`src/hdl/bsf_pkg.sv`:
```
// Purpose: Shared constants and carriers for the biosignal status flags block
// Assumes: 250 MHz device clock, serial frame of 8 command and 24 data bits
// Notes:   Status layout follows the 24-bit event status word
package bsf_pkg;

   // Device clock and persistence times
   localparam int unsigned CLK_KHZ      = 250000;
   localparam int unsigned DCOFF_MS     = 90;
   localparam int unsigned OVER_MS      = 100;
   localparam int unsigned UNDER_MS     = 128;
   localparam int unsigned DRIVE_MS     = 128;
   // DC detach is strictly more than its time, so one cycle beyond it
   localparam int unsigned DCOFF_CYC    = DCOFF_MS * CLK_KHZ + 1;
   localparam int unsigned OVER_CYC     = OVER_MS * CLK_KHZ;
   localparam int unsigned UNDER_CYC    = UNDER_MS * CLK_KHZ;
   localparam int unsigned DRIVE_CYC    = DRIVE_MS * CLK_KHZ;
   localparam int unsigned FILT_W       = 26;
   localparam int unsigned NUM_FILT     = 5;
   localparam int unsigned PULSE_CYC    = 16;
   localparam int unsigned AGE_W        = 8;

   // Serial frame
   localparam logic [6:0] STATUS_ADDR   = 7'h01;
   localparam logic [5:0] CMD_BITS      = 6'h08;
   localparam logic [5:0] FRAME_BITS    = 6'h20;
   localparam int unsigned WORD_W       = 24;
   localparam int unsigned MASK_W       = 16;

   // Low-power attach detect modes that enable detection
   localparam logic [1:0] ATTACH_MODE_A = 2'h1;
   localparam logic [1:0] ATTACH_MODE_B = 2'h2;

   // Heartbeat clear modes
   localparam logic [1:0] HB_CLR_READ   = 2'h0;
   localparam logic [1:0] HB_CLR_RTOR   = 2'h1;
   localparam logic [1:0] HB_CLR_SELF   = 2'h2;

   // Tick divider masks, one per divider setting
   localparam logic [3:0] TICK_MASK0    = 4'h0;
   localparam logic [3:0] TICK_MASK1    = 4'h1;
   localparam logic [3:0] TICK_MASK2    = 4'h3;
   localparam logic [3:0] TICK_MASK3    = 4'hF;

   // Filter slots
   localparam int unsigned F_DC         = 0;
   localparam int unsigned F_OVER       = 1;
   localparam int unsigned F_UNDER      = 2;
   localparam int unsigned F_POS        = 3;
   localparam int unsigned F_NEG        = 4;

   typedef struct packed {
      logic       cardiac_fifo_level_flag;
      logic       cardiac_fifo_overrun_flag;
      logic       quick_recovery_flag;
      logic       dc_electrode_detach_flag;
      logic       impedance_fifo_level_flag;
      logic       impedance_fifo_overrun_flag;
      logic       impedance_above_range_flag;
      logic       impedance_below_range_flag;
      logic       drive_source_monitor_flag;
      logic [2:0] unused_hi;
      logic       electrode_attach_flag;
      logic       heartbeat_event_flag;
      logic       rate_tick_flag;
      logic       loop_unlocked_flag;
      logic [1:0] unused_lo;
      logic       drive_source_pos_detail;
      logic       drive_source_neg_detail;
      logic       pos_input_high_detail;
      logic       pos_input_low_detail;
      logic       neg_input_high_detail;
      logic       neg_input_low_detail;
   } bsf_status_s;

   typedef struct packed {
      logic [4:0] cardiac_fifo_threshold;
      logic [2:0] impedance_fifo_threshold;
      logic       quick_recovery_clear_mode;
      logic [1:0] heartbeat_clear_mode;
      logic       tick_clear_mode;
      logic [1:0] tick_rate_divider;
   } bsf_mngr_s;

   typedef struct packed {
      logic       dc_detach_raw;
      logic [3:0] dc_detail_raw;
      logic       above_raw;
      logic       below_raw;
      logic       drive_pos_raw;
      logic       drive_neg_raw;
      logic       attach_raw;
      logic       pll_unlocked;
      logic       channel_on;
   } bsf_det_s;

endpackage

```
`src/hdl/bsf_status_flags.sv`:
```
// Purpose: Collects event sources into the event status word read over the serial port
// Assumes: Detector, FIFO and config inputs are on sys_clk_in; serial pins are not
// Notes:   Serial mode 0, 7-bit address then read bit, 24 data bits msb first
// How it works
// - Bit 23 set while unread cardiac records exceed the programmed threshold.
// - Cardiac overrun sets bit 22 until FIFO reset or resync.
// - Bit 21 raised on quick recovery, clearing per its clear mode.
// - Bit 20 after DC detach over 90ms, held until status read.
// - Bit 19 set while impedance records exceed the impedance threshold.
// - Impedance overrun sets bit 18 until FIFO reset or resync.
// - Bit 17 after 100ms above high limit, held until status read.
// - Bit 16 after 128ms below low limit, held until status read.
// - Bit 15 when either drive source detached 128ms, held until read.
// - Bit 11 asserted when attach mode is written to 01 or 10.
// - Once armed, attach flag follows condition, then held until read.
// - Bit 10 raised per heartbeat event, cleared per two-bit clear mode.
// - Bit 9 pulses on divided sample tick, cleared per tick clear mode.
// - Bit 8 set while loop unlocked and powered, held until read.
// - Bits 5 and 4 report positive and negative drive detach detail.
// - Bits 3 to 0: pos high, pos low, neg high, neg low.
// - DC detail bits rise with bit 20 and are held until read.
// - Every flag shows in status regardless of interrupt masks.
// - Each active-low interrupt is the OR of its masked flags.
`timescale 1ns/1ns
module bsf_status_flags
   import bsf_pkg::*;
#(
   parameter int unsigned DCOFF_LIM = DCOFF_CYC,
   parameter int unsigned OVER_LIM  = OVER_CYC,
   parameter int unsigned UNDER_LIM = UNDER_CYC,
   parameter int unsigned DRIVE_LIM = DRIVE_CYC,
   parameter int unsigned PULSE_LIM = PULSE_CYC
)(
   // Clock and reset
   input  wire logic              sys_clk_in,
   input  wire logic              reset_in,
   // Serial port pins
   input  wire logic              sclk_in,
   input  wire logic              csb_n_in,
   input  wire logic              sdi_in,
   output logic                   sdo_out,
   output logic                   sdo_oe_out,
   // FIFO events
   input  wire logic [5:0]        cardiac_fifo_count_in,
   input  wire logic [3:0]        impedance_fifo_count_in,
   input  wire logic              cardiac_overrun_in,
   input  wire logic              impedance_overrun_in,
   input  wire logic              fifo_reset_in,
   input  wire logic              resync_command_in,
   // Detectors and loop
   input  wire bsf_det_s          det_in,
   input  wire logic              quick_recovery_in,
   input  wire logic              heartbeat_in,
   input  wire logic              heartbeat_read_in,
   input  wire logic              sample_tick_in,
   // Configuration
   input  wire bsf_mngr_s         mngr_in,
   input  wire logic [1:0]        low_power_attach_detect_mode_in,
   input  wire logic              attach_mode_wr_in,
   input  wire logic [MASK_W-1:0] primary_irq_mask_in,
   input  wire logic [MASK_W-1:0] secondary_irq_mask_in,
   // Interrupts and status
   output logic                   primary_irq_out_n,
   output logic                   secondary_irq_out_n,
   output bsf_status_s            status_out
);

   // Serial pin synchronisers and edge history
   logic [2:0] sclk_q, sclk_d;
   logic [1:0] csb_q, csb_d;
   logic [1:0] sdi_q, sdi_d;
   logic       rise, fall;
   logic [5:0] cnt_q, cnt_d;
   logic [6:0] cmd_q, cmd_d;
   logic [WORD_W-1:0] tx_q, tx_d;
   logic       rd_stat_q, rd_stat_d;
   logic       rd_clr;

   always_comb
   begin
      sclk_d    = {sclk_q[1:0], sclk_in};
      csb_d     = {csb_q[0], csb_n_in};
      sdi_d     = {sdi_q[0], sdi_in};
      rise      = sclk_q[1] & ~sclk_q[2];
      fall      = ~sclk_q[1] & sclk_q[2];
      cnt_d     = cnt_q;
      cmd_d     = cmd_q;
      tx_d      = tx_q;
      rd_stat_d = rd_stat_q;
      rd_clr    = 1'b0;
      if (csb_q[1])
      begin
         cnt_d     = 6'h00;
         rd_stat_d = 1'b0;
      end
      else if (rise)
      begin
         if (cnt_q != 6'h3F)
            cnt_d = cnt_q + 6'h01;
         if (cnt_q < CMD_BITS - 6'h01)
            cmd_d = {cmd_q[5:0], sdi_q[1]};
         if (cnt_q == CMD_BITS - 6'h01)
         begin
            rd_stat_d = (cmd_q == STATUS_ADDR) & sdi_q[1];
            tx_d      = ((cmd_q == STATUS_ADDR) & sdi_q[1]) ? status_out : '0;
         end
         // Latched flags except the overruns and those set to another clear mode clear on the last serial clock of a status read
         if (cnt_q == FRAME_BITS - 6'h01 && rd_stat_q)
            rd_clr = 1'b1;
      end
      else if (fall && cnt_q > CMD_BITS)
         tx_d = {tx_q[WORD_W-2:0], 1'b0};
   end

   always_ff @(posedge sys_clk_in or posedge reset_in)
   begin
      if (reset_in)
      begin
         sclk_q    <= 3'h0;
         csb_q     <= 2'h3;
         sdi_q     <= 2'h0;
         cnt_q     <= 6'h00;
         cmd_q     <= 7'h00;
         tx_q      <= '0;
         rd_stat_q <= 1'b0;
      end
      else
      begin
         sclk_q    <= sclk_d;
         csb_q     <= csb_d;
         sdi_q     <= sdi_d;
         cnt_q     <= cnt_d;
         cmd_q     <= cmd_d;
         tx_q      <= tx_d;
         rd_stat_q <= rd_stat_d;
      end
   end

   assign sdo_out    = tx_q[WORD_W-1];
   assign sdo_oe_out = ~csb_q[1];

   // Persistence filters: DC detach, above, below, drive pos, drive neg
   localparam int unsigned LIM [NUM_FILT] = '{DCOFF_LIM, OVER_LIM, UNDER_LIM, DRIVE_LIM,
                                              DRIVE_LIM};
   logic [NUM_FILT-1:0] cond, qual;

   assign cond = {det_in.drive_neg_raw, det_in.drive_pos_raw, det_in.below_raw,
                  det_in.above_raw, det_in.dc_detach_raw};

   for (genvar i = 0; i < NUM_FILT; i++)
   begin : g_filt
      logic [FILT_W-1:0] fc_q, fc_d;
      always_comb
      begin
         fc_d = fc_q;
         if (!cond[i])
            fc_d = '0;
         else if (fc_q < FILT_W'(LIM[i]))
            fc_d = fc_q + FILT_W'(1);
      end
      always_ff @(posedge sys_clk_in or posedge reset_in)
      begin
         if (reset_in)
            fc_q <= '0;
         else
            fc_q <= fc_d;
      end
      assign qual[i] = cond[i] && fc_q >= FILT_W'(LIM[i]);
   end

   // Flag state
   bsf_status_s       st_q, st_d;
   logic              armed_q, armed_d;
   logic [3:0]        tdiv_q, tdiv_d;
   logic [AGE_W-1:0]  hb_age_q, hb_age_d, tk_age_q, tk_age_d;
   logic              irq1_q, irq1_d, irq2_q, irq2_d;
   logic              mode_en, tick_hit, hb_clr, tk_clr;
   logic [3:0]        tmask;
   logic [MASK_W-1:0] irq_src;

   always_comb
   begin
      st_d    = st_q;
      mode_en = low_power_attach_detect_mode_in == ATTACH_MODE_A ||
                low_power_attach_detect_mode_in == ATTACH_MODE_B;
      unique case (mngr_in.tick_rate_divider)
         2'h0: tmask = TICK_MASK0;
         2'h1: tmask = TICK_MASK1;
         2'h2: tmask = TICK_MASK2;
         2'h3: tmask = TICK_MASK3;
      endcase
      tdiv_d   = sample_tick_in ? tdiv_q + 4'h1 : tdiv_q;
      tick_hit = sample_tick_in && (tdiv_q & tmask) == 4'h0;
      hb_age_d = heartbeat_in ? '0 : (hb_age_q < AGE_W'(PULSE_LIM) ? hb_age_q + AGE_W'(1)
                                                                 : hb_age_q);
      tk_age_d = tick_hit ? '0 : (tk_age_q < AGE_W'(PULSE_LIM) ? tk_age_q + AGE_W'(1)
                                                             : tk_age_q);
      // Level flags follow the FIFO fill against threshold plus one
      st_d.cardiac_fifo_level_flag =
         cardiac_fifo_count_in >= {1'b0, mngr_in.cardiac_fifo_threshold} + 6'h01;
      st_d.impedance_fifo_level_flag =
         impedance_fifo_count_in >= {1'b0, mngr_in.impedance_fifo_threshold} + 4'h1;
      // Overrun held until FIFO reset or resync; a new overrun wins
      st_d.cardiac_fifo_overrun_flag = cardiac_overrun_in |
         (st_q.cardiac_fifo_overrun_flag & ~(fifo_reset_in | resync_command_in));
      st_d.impedance_fifo_overrun_flag = impedance_overrun_in |
         (st_q.impedance_fifo_overrun_flag & ~(fifo_reset_in | resync_command_in));
      st_d.quick_recovery_flag = mngr_in.quick_recovery_clear_mode ? quick_recovery_in
         : quick_recovery_in | (st_q.quick_recovery_flag & ~rd_clr);
      st_d.dc_electrode_detach_flag = qual[F_DC] |
         (st_q.dc_electrode_detach_flag & ~rd_clr);
      st_d.impedance_above_range_flag = qual[F_OVER] |
         (st_q.impedance_above_range_flag & ~rd_clr);
      st_d.impedance_below_range_flag = qual[F_UNDER] |
         (st_q.impedance_below_range_flag & ~rd_clr);
      st_d.drive_source_pos_detail = qual[F_POS] | (st_q.drive_source_pos_detail & ~rd_clr);
      st_d.drive_source_neg_detail = qual[F_NEG] | (st_q.drive_source_neg_detail & ~rd_clr);
      st_d.drive_source_monitor_flag = qual[F_POS] | qual[F_NEG] |
         (st_q.drive_source_monitor_flag & ~rd_clr);
      {st_d.pos_input_high_detail, st_d.pos_input_low_detail,
       st_d.neg_input_high_detail, st_d.neg_input_low_detail} =
         ({4{qual[F_DC]}} & det_in.dc_detail_raw) |
         ({st_q.pos_input_high_detail, st_q.pos_input_low_detail,
           st_q.neg_input_high_detail, st_q.neg_input_low_detail} & {4{~rd_clr}});
      // Attach detect armed by the first status read after enabling
      armed_d = mode_en & (armed_q | rd_clr);
      st_d.electrode_attach_flag = (attach_mode_wr_in & mode_en) |
         (armed_q & det_in.attach_raw) | (st_q.electrode_attach_flag & ~rd_clr);
      unique case (mngr_in.heartbeat_clear_mode)
         HB_CLR_RTOR: hb_clr = heartbeat_read_in;
         HB_CLR_SELF: hb_clr = hb_age_q == AGE_W'(PULSE_LIM - 1);
         default:     hb_clr = rd_clr;
      endcase
      st_d.heartbeat_event_flag = heartbeat_in | (st_q.heartbeat_event_flag & ~hb_clr);
      tk_clr = mngr_in.tick_clear_mode ? tk_age_q == AGE_W'(PULSE_LIM - 1) : rd_clr;
      st_d.rate_tick_flag = tick_hit | (st_q.rate_tick_flag & ~tk_clr);
      st_d.loop_unlocked_flag = (det_in.channel_on & det_in.pll_unlocked) |
         (st_q.loop_unlocked_flag & ~rd_clr);
      st_d.unused_hi = 3'h0;
      st_d.unused_lo = 2'h0;
      // Masks gate only the interrupt pins, never the status word
      irq1_d = ~|(irq_src & primary_irq_mask_in);
      irq2_d = ~|(irq_src & secondary_irq_mask_in);
   end

   always_ff @(posedge sys_clk_in or posedge reset_in)
   begin
      if (reset_in)
      begin
         st_q     <= '0;
         armed_q  <= 1'b0;
         tdiv_q   <= 4'h0;
         hb_age_q <= '0;
         tk_age_q <= '0;
         irq1_q   <= 1'b1;
         irq2_q   <= 1'b1;
      end
      else
      begin
         st_q     <= st_d;
         armed_q  <= armed_d;
         tdiv_q   <= tdiv_d;
         hb_age_q <= hb_age_d;
         tk_age_q <= tk_age_d;
         irq1_q   <= irq1_d;
         irq2_q   <= irq2_d;
      end
   end

   assign status_out          = st_q;
   assign irq_src             = st_q[WORD_W-1 -: MASK_W];
   assign primary_irq_out_n   = irq1_q;
   assign secondary_irq_out_n = irq2_q;

   property p_level;
      @(posedge sys_clk_in) disable iff (reset_in)
      st_q.cardiac_fifo_level_flag == ($past(cardiac_fifo_count_in) >=
         {1'b0, $past(mngr_in.cardiac_fifo_threshold)} + 6'h01);
   endproperty
   a_level: assert property (p_level) else $error("cardiac level flag wrong");

   property p_ovf;
      @(posedge sys_clk_in) disable iff (reset_in)
      st_q.cardiac_fifo_overrun_flag && !fifo_reset_in && !resync_command_in |=>
         st_q.cardiac_fifo_overrun_flag;
   endproperty
   a_ovf: assert property (p_ovf) else $error("overrun flag lost");

   property p_dc;
      @(posedge sys_clk_in) disable iff (reset_in)
      $rose(st_q.dc_electrode_detach_flag) |-> $past(qual[F_DC]);
   endproperty
   a_dc: assert property (p_dc) else $error("detach flag without filter");

   property p_attach;
      @(posedge sys_clk_in) disable iff (reset_in)
      attach_mode_wr_in && mode_en |=> st_q.electrode_attach_flag;
   endproperty
   a_attach: assert property (p_attach) else $error("attach flag not set");

   property p_hb;
      @(posedge sys_clk_in) disable iff (reset_in)
      heartbeat_in |=> st_q.heartbeat_event_flag ##1 st_q.heartbeat_event_flag ||
         mngr_in.heartbeat_clear_mode != HB_CLR_READ || rd_clr;
   endproperty
   a_hb: assert property (p_hb) else $error("heartbeat flag not held");

   property p_detail;
      @(posedge sys_clk_in) disable iff (reset_in)
      $rose(st_q.pos_input_high_detail) |-> $rose(st_q.dc_electrode_detach_flag) ||
         st_q.dc_electrode_detach_flag;
   endproperty
   a_detail: assert property (p_detail) else $error("detail without detach");

   property p_irq;
      @(posedge sys_clk_in) disable iff (reset_in)
      ##1 primary_irq_out_n == !(|($past(irq_src) & $past(primary_irq_mask_in)));
   endproperty
   a_irq: assert property (p_irq) else $error("interrupt pin mismatch");

   property p_zero;
      @(posedge sys_clk_in) disable iff (reset_in)
      status_out.unused_hi == 3'h0 && status_out.unused_lo == 2'h0;
   endproperty
   a_zero: assert property (p_zero) else $error("unused bits not zero");

   property p_pll;
      @(posedge sys_clk_in) disable iff (reset_in)
      det_in.channel_on && det_in.pll_unlocked |=> st_q.loop_unlocked_flag;
   endproperty
   a_pll: assert property (p_pll) else $error("unlock flag not set");

endmodule

```
`config.mk`:
```
export PLATFORM = sky130hd
export DESIGN_NAME = bsf_status_flags
export DESIGN_NICKNAME = d
export VERILOG_FILES = /design/src/hdl/bsf_pkg.sv /design/src/hdl/bsf_status_flags.sv
export SDC_FILE = /design/constraint.sdc
export NUM_CORES = 1
export LEC_CHECK = 0
export BUFFER_PORTS_ARGS = -buffer_cell sky130_fd_sc_hd__buf_2
export CORE_AREA = 5 5 173 175
export DETAILED_ROUTE_END_ITERATION = 16
export DIE_AREA = 0 0 178 180
export PLACE_DENSITY = 0.57
export SETUP_SLACK_MARGIN = 0.1
export SYNTH_ARGS = -nofsm -noshare
export SYNTH_HDL_FRONTEND = slang
export SYNTH_SLANG_ARGS = --single-unit
export TNS_END_PERCENT = 30
```
`constraint.sdc`:
```
create_clock -name sys_clk_in -period 6.8 [get_ports sys_clk_in]
set_input_delay 1.36 -clock sys_clk_in [delete_from_list [all_inputs] [get_ports sys_clk_in]]
set_output_delay 1.36 -clock sys_clk_in [all_outputs]
set_load 0.02 [all_outputs]
```
==> Word-level counts from Yosys, hierarchy flattened <==
Index checks and enable logic that the tools add are counted.
{ "totals": {"register_bits": 217, "in_bits": 84, "out_inout_bits": 28, "wordCells": 189} }
{ "op_classes": {"n_addsub": 11, "n_lt_le_gt_ge": 16, "eq_ne": 19, "muxes": 31, "bitwise": 50, "n_reduce_logical": 25} }
{ "op_table": {"columns": ["op", "n"], "rows": [
  ["2-to-1 mux 26 bit", 10],
  ["adder 26 x 1 -> 26 bit, second input constant", 5],
  ["greater-or-equal comparator 26 x 25 -> 1 bit, second input constant", 5],
  ["< comparator 26 x 25 -> 1 bit, second input constant", 5],
  ["2-to-1 mux 24 bit", 4],
  ["bitwise AND 16 bit", 2],
  ["2-to-1 mux 8 bit", 4],
  ["OR reduction 16 bit", 2],
  ["bitwise AND 1 bit", 20],
  ["2-to-1 mux 6 bit", 3],
  ["bitwise OR 1 bit", 17],
  ["adder 8 x 1 -> 8 bit, second input constant", 2],
  ["equality test 8 x 4 -> 1 bit, second input constant", 2],
  ["< comparator 8 x 5 -> 1 bit, second input constant", 2],
  ["one-hot mux 4 bit (4 select lines)", 1],
  ["bitwise AND 4 bit", 3],
  ["!= test 2 x 1 -> 1 bit, second input constant", 6],
  ["nonzero test 2 bit", 6],
  ["equality test 2 bit, second input constant", 4],
  ["logical AND 1 bit", 8],
  ["2-to-1 mux 1 bit", 8],
  ["equality test 7 x 1 -> 1 bit, second input constant", 1],
  ["NOT 1 bit", 7],
  ["adder 5 x 1 -> 6 bit, second input constant", 1],
  ["other kinds (19)", 24]
]} }

==> Depth between registers and ports, before layout <==
Gate-level depths: netlist of the first run.
{ "depth": {"word_depth": 9, "ltp_mapped": 9, "mapped_depth_nobuf": 8} }

==> Worst setup path after synthesis of the first run <==
No wires, ideal clock.
{ "synth_path": {"path_kind": "input to register", "start": "in mngr_in[9] in the netlist's numbering", "end": "reg st_q, in the netlist status_out[23]", "setup_ns": 0.126, "arrival_ns": 2.415, "required_time_ns": 6.674, "slack_ns": 4.259, "stages": 8, "path_buffers": 0, "cell_sequence": "ha_1 > inv_1 > ha_1 > a21o_1 > a21oi_1 > nor2b_1 > o21ai_0 > a21oi_1"} }
{ "synth_rtl": {"columns": ["element", "line", "source"], "rows": [
  ["start: declaration", "bsf_status_flags.sv:57", "input wire bsf_mngr_s mngr_in,"],
  ["end signal: assignment", "bsf_status_flags.sv:260", "st_q <= st_d;"],
  ["end: declaration", "bsf_status_flags.sv:172", "bsf_status_s st_q, st_d;"]
]} }

==> Worst setup path after layout of the first run <==
{ "layout_path": {"start": "reg csb_q[1]", "end": "out sdo_oe_out"} }
{ "layout_between": {"elab_chain_len": 1} }
{ "layout_lines": {"columns": ["element", "line", "source"], "rows": [
  ["start: declaration", "bsf_status_flags.sv:70", "logic [1:0] csb_q, csb_d;"],
  ["start signal: assignment", "bsf_status_flags.sv:130", "csb_q <= csb_d;"],
  ["NOT 1 bit (no source line)", null, null],
  ["end: declaration", "bsf_status_flags.sv:42", "output logic sdo_oe_out,"]
]} }
Every way passes these cells.

==> impl_metrics.toml, run 1 <==
[worst_setup_path]
path_cells = "inv_1 > buf_2"
r2r_start = "g_filt[2].fc_q[17]"
cp-start-kind = "register"
cp_top_family = "flip-flops"
end_kind = "primary output"
worstPathArrival_ns = 1.38
crit_required_ns = 5.44
crit_buf_inv = 2
reg2reg_slack_ns = 4.15
crit_fanout = 10
worst_r2r_endpoint = "g_filt[2].fc_q[8]"
slowest_delay_ns = 0.64
rr_worst_depth = 6
critPathKind = "register to primary output"
slowest_stage = "dfstp_2"

[timing]
rsz0062_at_grt = "no"
clock_skew_ns = 0.01704
period_needed_ns = 2.740
timing.final.crit_share_pct = 40.29
slew_headroom_pct = 15.54
fmax_mhz = 365.0
slew_viol_final = 0
final-hold-violation-count = 0
tns_ns = 0
setup_viol = 0
finalWorstSetupSlack_ns = 4.060
worst_pin_slew_ns = 1.264

[routing]
drt_drc_violations_left = 0
initialDrtViolationCount = 523
vias = 8338
via_per_inst = 5.156
wirelength_um = 23930
post_drt_wl_per_cell_um = 14.80
wl_met3_um = 926
routed-wl-met2_um = 10910
ant_nets = 0
highest_layer = "met4"
firstDrtPassIters = 5
wl_met1_um = 11540

[power_and_ir_drop]
p_leak_uw = 0.005824
vdd_drop_max_uv = 177.6
power_uw = 3032
p_per_area_nw_per_um2 = 236.9

[grt]
grt_pass1_wl_um = 40360
grt_overflow_total = 0
first_global_vias = 8084
grt_usage_pct = 14.71
grt_antenna_before_repair = 0
grt_max_degree = 184

[clock_network]
worstSkewPairLatency_ns = 0.53
cts_resized = 0
cts_setup_buffers = 0
cts_buffer_depth = 3
clk_pin_slew_worst_paths_ns = 0.05
htreeDepth = 1
clockRootBuffer = "clkbuf_16"
cts_buffers = 26
cts_sinks = 217
cts_tree = "done"
hold_buffers = 0

[finish]
drive_gt1_share_pct = 14.27
diodes = 0
area_growth_pct = 15.83
final_nets = 1329
final_common_cell = "dfrtp_1"
fin_cells = 1617
fin_area_um2 = 12800
layout_common_cells = "dfrtp_1, buf_2, nand2_1"

[yosys]
synthArstFlopShare_pct = 100.0
syn_area_um2 = 11050
yosys_warnings = 0
synth_area_per_cell_um2 = 9.829
synth_edf_count = 0
yosysSeqAreaShare_pct = 49.20
yosys_most_used_dff = "dfrtp_1"
ys_types = 64
syn_inst = 1124
synth-seq-cells = 217

[placed_design]
port_buffers = 100
placed_cell_area_um2 = 11910
dp_cells = 1571
preCtsSetupSlack_ns = 3.688
finalWeightedCongestion = 0.7745
post-dp-hpwl_um = 16110

[min_path]
hold_path_class = "register to register"
hold_depth = 0
hold_path.startpoint = "sdi_q[0]"
hold_end = "sdi_q[1]"

[run_status]
status = "complete, no violations"

[floorplanning]
start_util_pct = 39.02
io_pins = 112
die_w_um = 178
row_count = 62
die_h_um = 180
die_area_um2 = 32040
coreArea_um2 = 28310

[run]
max_cap_viol_count = 0
logic make-up (layout without fill, tap and decap cells):
logic type	Yosys count	in the layout	share of synthesized area (%)
other	1	5	0.03394
adders and majority gates	30	30	3.398
DFF	217	217	49.20
muxes	20	20	1.903
buffers and inverters	88	193	3.262
xor gates and xnor gates	103	103	8.165
and+or+nand+nor	493	493	23.61
AOI/OAI and AO/OA	172	172	10.43
how the worst max path moves through the flow:
stage	from	slack (ns)	cells after the start	to
after floorplan	reset_in	2.62	1	armed_q
after global placement	det_in[11]	3.70	4	g_filt[0].fc_q[5]
after detailed placement	det_in[11]	3.69	4	g_filt[0].fc_q[5]
after CTS	csb_q[1]	4.02	2	sdo_oe_out
after global routing	g_filt[2].fc_q[17]	3.96	6	g_filt[2].fc_q[9]
final	csb_q[1]	4.06	2	sdo_oe_out
synth_stat cells, types with 6 or more instances:
cell	n	area, um2
a21o_1	10	75.07
a21oi_1	48	240.2
a22o_1	9	78.83
a22oi_1	10	75.07
and2_1	52	325.3
and3_1	46	287.8
and4_1	13	113.9
clkbuf_1	38	142.6
dfrtp_1	213	5330
ha_1	30	375.4
inv_1	38	142.6
mux2_2	8	90.09
mux2i_1	12	120.1
nand2_1	99	371.6
nand2b_1	12	75.07
nand3_1	56	280.3
nand4_1	35	219.0
nor2_1	85	319.1
nor2b_1	12	75.07
nor3_1	23	115.1
nor4_1	19	118.9
nor4b_1	8	70.07
o21a_1	12	90.09
o21ai_0	42	210.2
o31ai_1	6	45.04
or3_1	12	75.07
or4_1	7	52.55
xnor2_1	65	569.3
xor2_1	38	332.8
where the power goes:
part	internal, uW	leakage (uW)	switching (uW)	total (uW)
sequential	1350	0.00290	56.0	1410
clock	878	0.000441	522	1400
combinational	100	0.00248	125	225
flip-flops by register name, indices dropped and copies added (netlist names):
name / flops
armed_q: 1
cmd_q: 7
cnt_q: 6
csb_q: 2
g_filt.fc_q: 130
hb_age_q: 8
primary_irq_out_n: 1
rd_stat_q: 1
sclk_q: 3
sdi_q: 2
secondary_irq_out_n: 1
status_out: 19
tdiv_q: 4
tk_age_q: 8
tx_q: 24
metal layers:
layer	vias to the layer above	global-route usage, %
met4	0	3.589
met1	4038	20.77
met5	-	0
li1	4115	-
met2	144	23.69
met3	41	2.416
final cells by class:
cell class              count  area (um2)
clock buffers              36       748.2
well taps                 384       480.5
fillers                  2696       15520
flip-flops and latches    217        5435
clock inverters            10       136.4
multi-input cells         823        5281
repair buffers            106       558.0
inverters                  41       157.7
through the flow:
stage          hold WS (ns)  util (%)
6_report             0.3505     45.20
5_1_grt              0.3566     45.20
2_1_floorplan        0.3312         -
3_5_place_dp         0.3395     42.07
3_3_place_gp         0.3354     42.07
4_1_cts              0.3533     45.20
(Power assumes the default switching activity.)
==> run 2, diff against run 1 <==
- clock period: 6.8 -> 2.4 ns (I/O delays scaled with it)
==> run 2 against run 1 <==
Via count rose by 1.8%. Final cell count rose by 2.7%. First-iteration DRC count fell by 2.1%. Worst setup slack got worse by 4.0 ns. Flip-flop and latch count did not move. Register-to-register slack got worse by 4.1 ns. Largest cell class unchanged. Die area did not move. Count of clock-buffer cells in the layout fell by 3.
==> impl_metrics.toml, run 2 (synthesized netlist as in run 1, its figures left out) <==
[worst_setup_path]
slowest_delay_ns = 0.54
crit_fanout = 4
end_kind = "register"
crit_required_ns = 2.81
cp-start-kind = "register"
reg2reg_slack_ns = 0.09
slowest_stage = "or4_4"
worstPathArrival_ns = 2.72
critPathKind = "register to register"
path_cells = "or4_4 > or3_4 > buf_6 > a211oi_2 > buf_4 > nand3_1 > xnor2_1 > and2_1"

[floorplanning]
io_pins = 112
die_h_um = 180
coreArea_um2 = 28310
die_w_um = 178
start_util_pct = 39.02
die_area_um2 = 32040
row_count = 62

[timing]
hold-worst-slack_ns = 0.04593
tns_ns = 0
period_needed_ns = 2.310
setup_viol = 0
slew_headroom_pct = 53.43
timing.final.crit_share_pct = 96.25
worst_pin_slew_ns = 0.6972
rsz0062_at_grt = "yes"
slew_viol_final = 0
final-hold-violation-count = 0
finalWorstSetupSlack_ns = 0.09011
clock_skew_ns = 0.02100
fmax_mhz = 432.9

[finish]
drive_gt1_share_pct = 18.65
diodes = 0
layout_common_cells = "dfrtp_1, buf_2, nand2_1"
area_growth_pct = 19.94
final_nets = 1372
fin_cells = 1660
largest_register = "g_filt.fc_q"
largest_reg_flops = 130
final_common_cell = "dfrtp_1"

[placed_design]
post-dp-hpwl_um = 17000
preCtsSetupSlack_ns = 0.03113
dp_cells = 1612
finalWeightedCongestion = 0.7758
port_buffers = 100

[clock_network]
clk_pin_slew_worst_paths_ns = 0.06
cts_sinks = 217
cts_buffers = 26
cts_tree = "done"
htreeDepth = 1
cts_buffer_depth = 3
hold_buffers = 0
worstSkewPairLatency_ns = 0.54
clockRootBuffer = "clkbuf_16"

[grt]
grt_antenna_before_repair = 0
grt_pass1_wl_um = 41680
grt_usage_pct = 15.40
grt.busiest_layer = "met2"
first_global_vias = 8254
met2_usage_pct = 25.09
grt_util_met1_pct = 21.67
use_met3_pct = 2.374
grt_max_degree = 90
grt_overflow_total = 0

[routing]
via_per_inst = 5.112
wirelength_um = 24800
post_drt_wl_per_cell_um = 14.94
initialDrtViolationCount = 512
firstDrtPassIters = 4
vias = 8486
drt_drc_violations_left = 0
ant_nets = 0

[power_and_ir_drop]
p_leak_uw = 0.006069
p_per_area_nw_per_um2 = 654.9
vdd_drop_max_uv = 468.1

[run_status]
status = "complete, no violations"

[run]
max_cap_viol_count = 0

[min_path]
hold_path_class = "input port to register"
run 2: layer usage:
metal / up-vias / part of all wire [%] / routed length [um]
met3: 40 / 4.8 / 1182
li1: 4208 / - / -
met4: 0 / 2.0 / 487
met5: - / 0 / 0
met1: 4101 / 47 / 11600
met2: 137 / 46 / 11530
run 2: layout make-up:
class,count,area (um2)
clock buffer,33,726.9
clock inverter,13,160.2
fill,2696,15060
inverter,41,157.7
multi-input combinational,823,5378
sequential,217,5435
tap,384,480.5
timing repair buffer,149,913.4
run 2: worst paths after layout:
check,startpoint,end,cells after the start
max in group asynchronous,reset_in,g_filt[1].fc_q[2],3
min,sclk_in,sclk_q[0],1
min in group asynchronous,reset_in,g_filt[0].fc_q[22],3
max,g_filt[2].fc_q[16],g_filt[2].fc_q[8],8
min reg2reg,sclk_q[0],sclk_q[1],0
max reg2reg,g_filt[2].fc_q[16],g_filt[2].fc_q[8],8
run 2: worst max-delay path, delay by kind of cell, from the launching register on:
family / cells / cell delay, ns
flip-flops: 1 / 0.37
AO/OA/AOI/OAI: 1 / 0.23
AND/OR/NAND/NOR: 4 / 1.15
XOR/XNOR: 1 / 0.13
buffers and inverters: 2 / 0.31
run 2: power by group:
group,internal (uW),switching [uW]
clock network,2460,1560
logic,305,364
registers,3830,162
run 2: stage by stage:
step	total power, uW	instance area, um2	util (%)
6_report	8679	13250	46.80
5_1_grt	9082	13250	46.80
4_1_cts	8828	13170	46.52
3_5_place_dp	4734	12250	43.25
3_3_place_gp	4708	12250	43.25
2_1_floorplan	4474	11070	-
run 2: timing repair:
| item | CTS | global route |
|---|---|---|
| setup endpoints to repair | 25 | 54 |
| gates resized for setup | 6 | 17 |
| pin swaps | 6 | 19 |
| setup buffers | 1 | 1 |
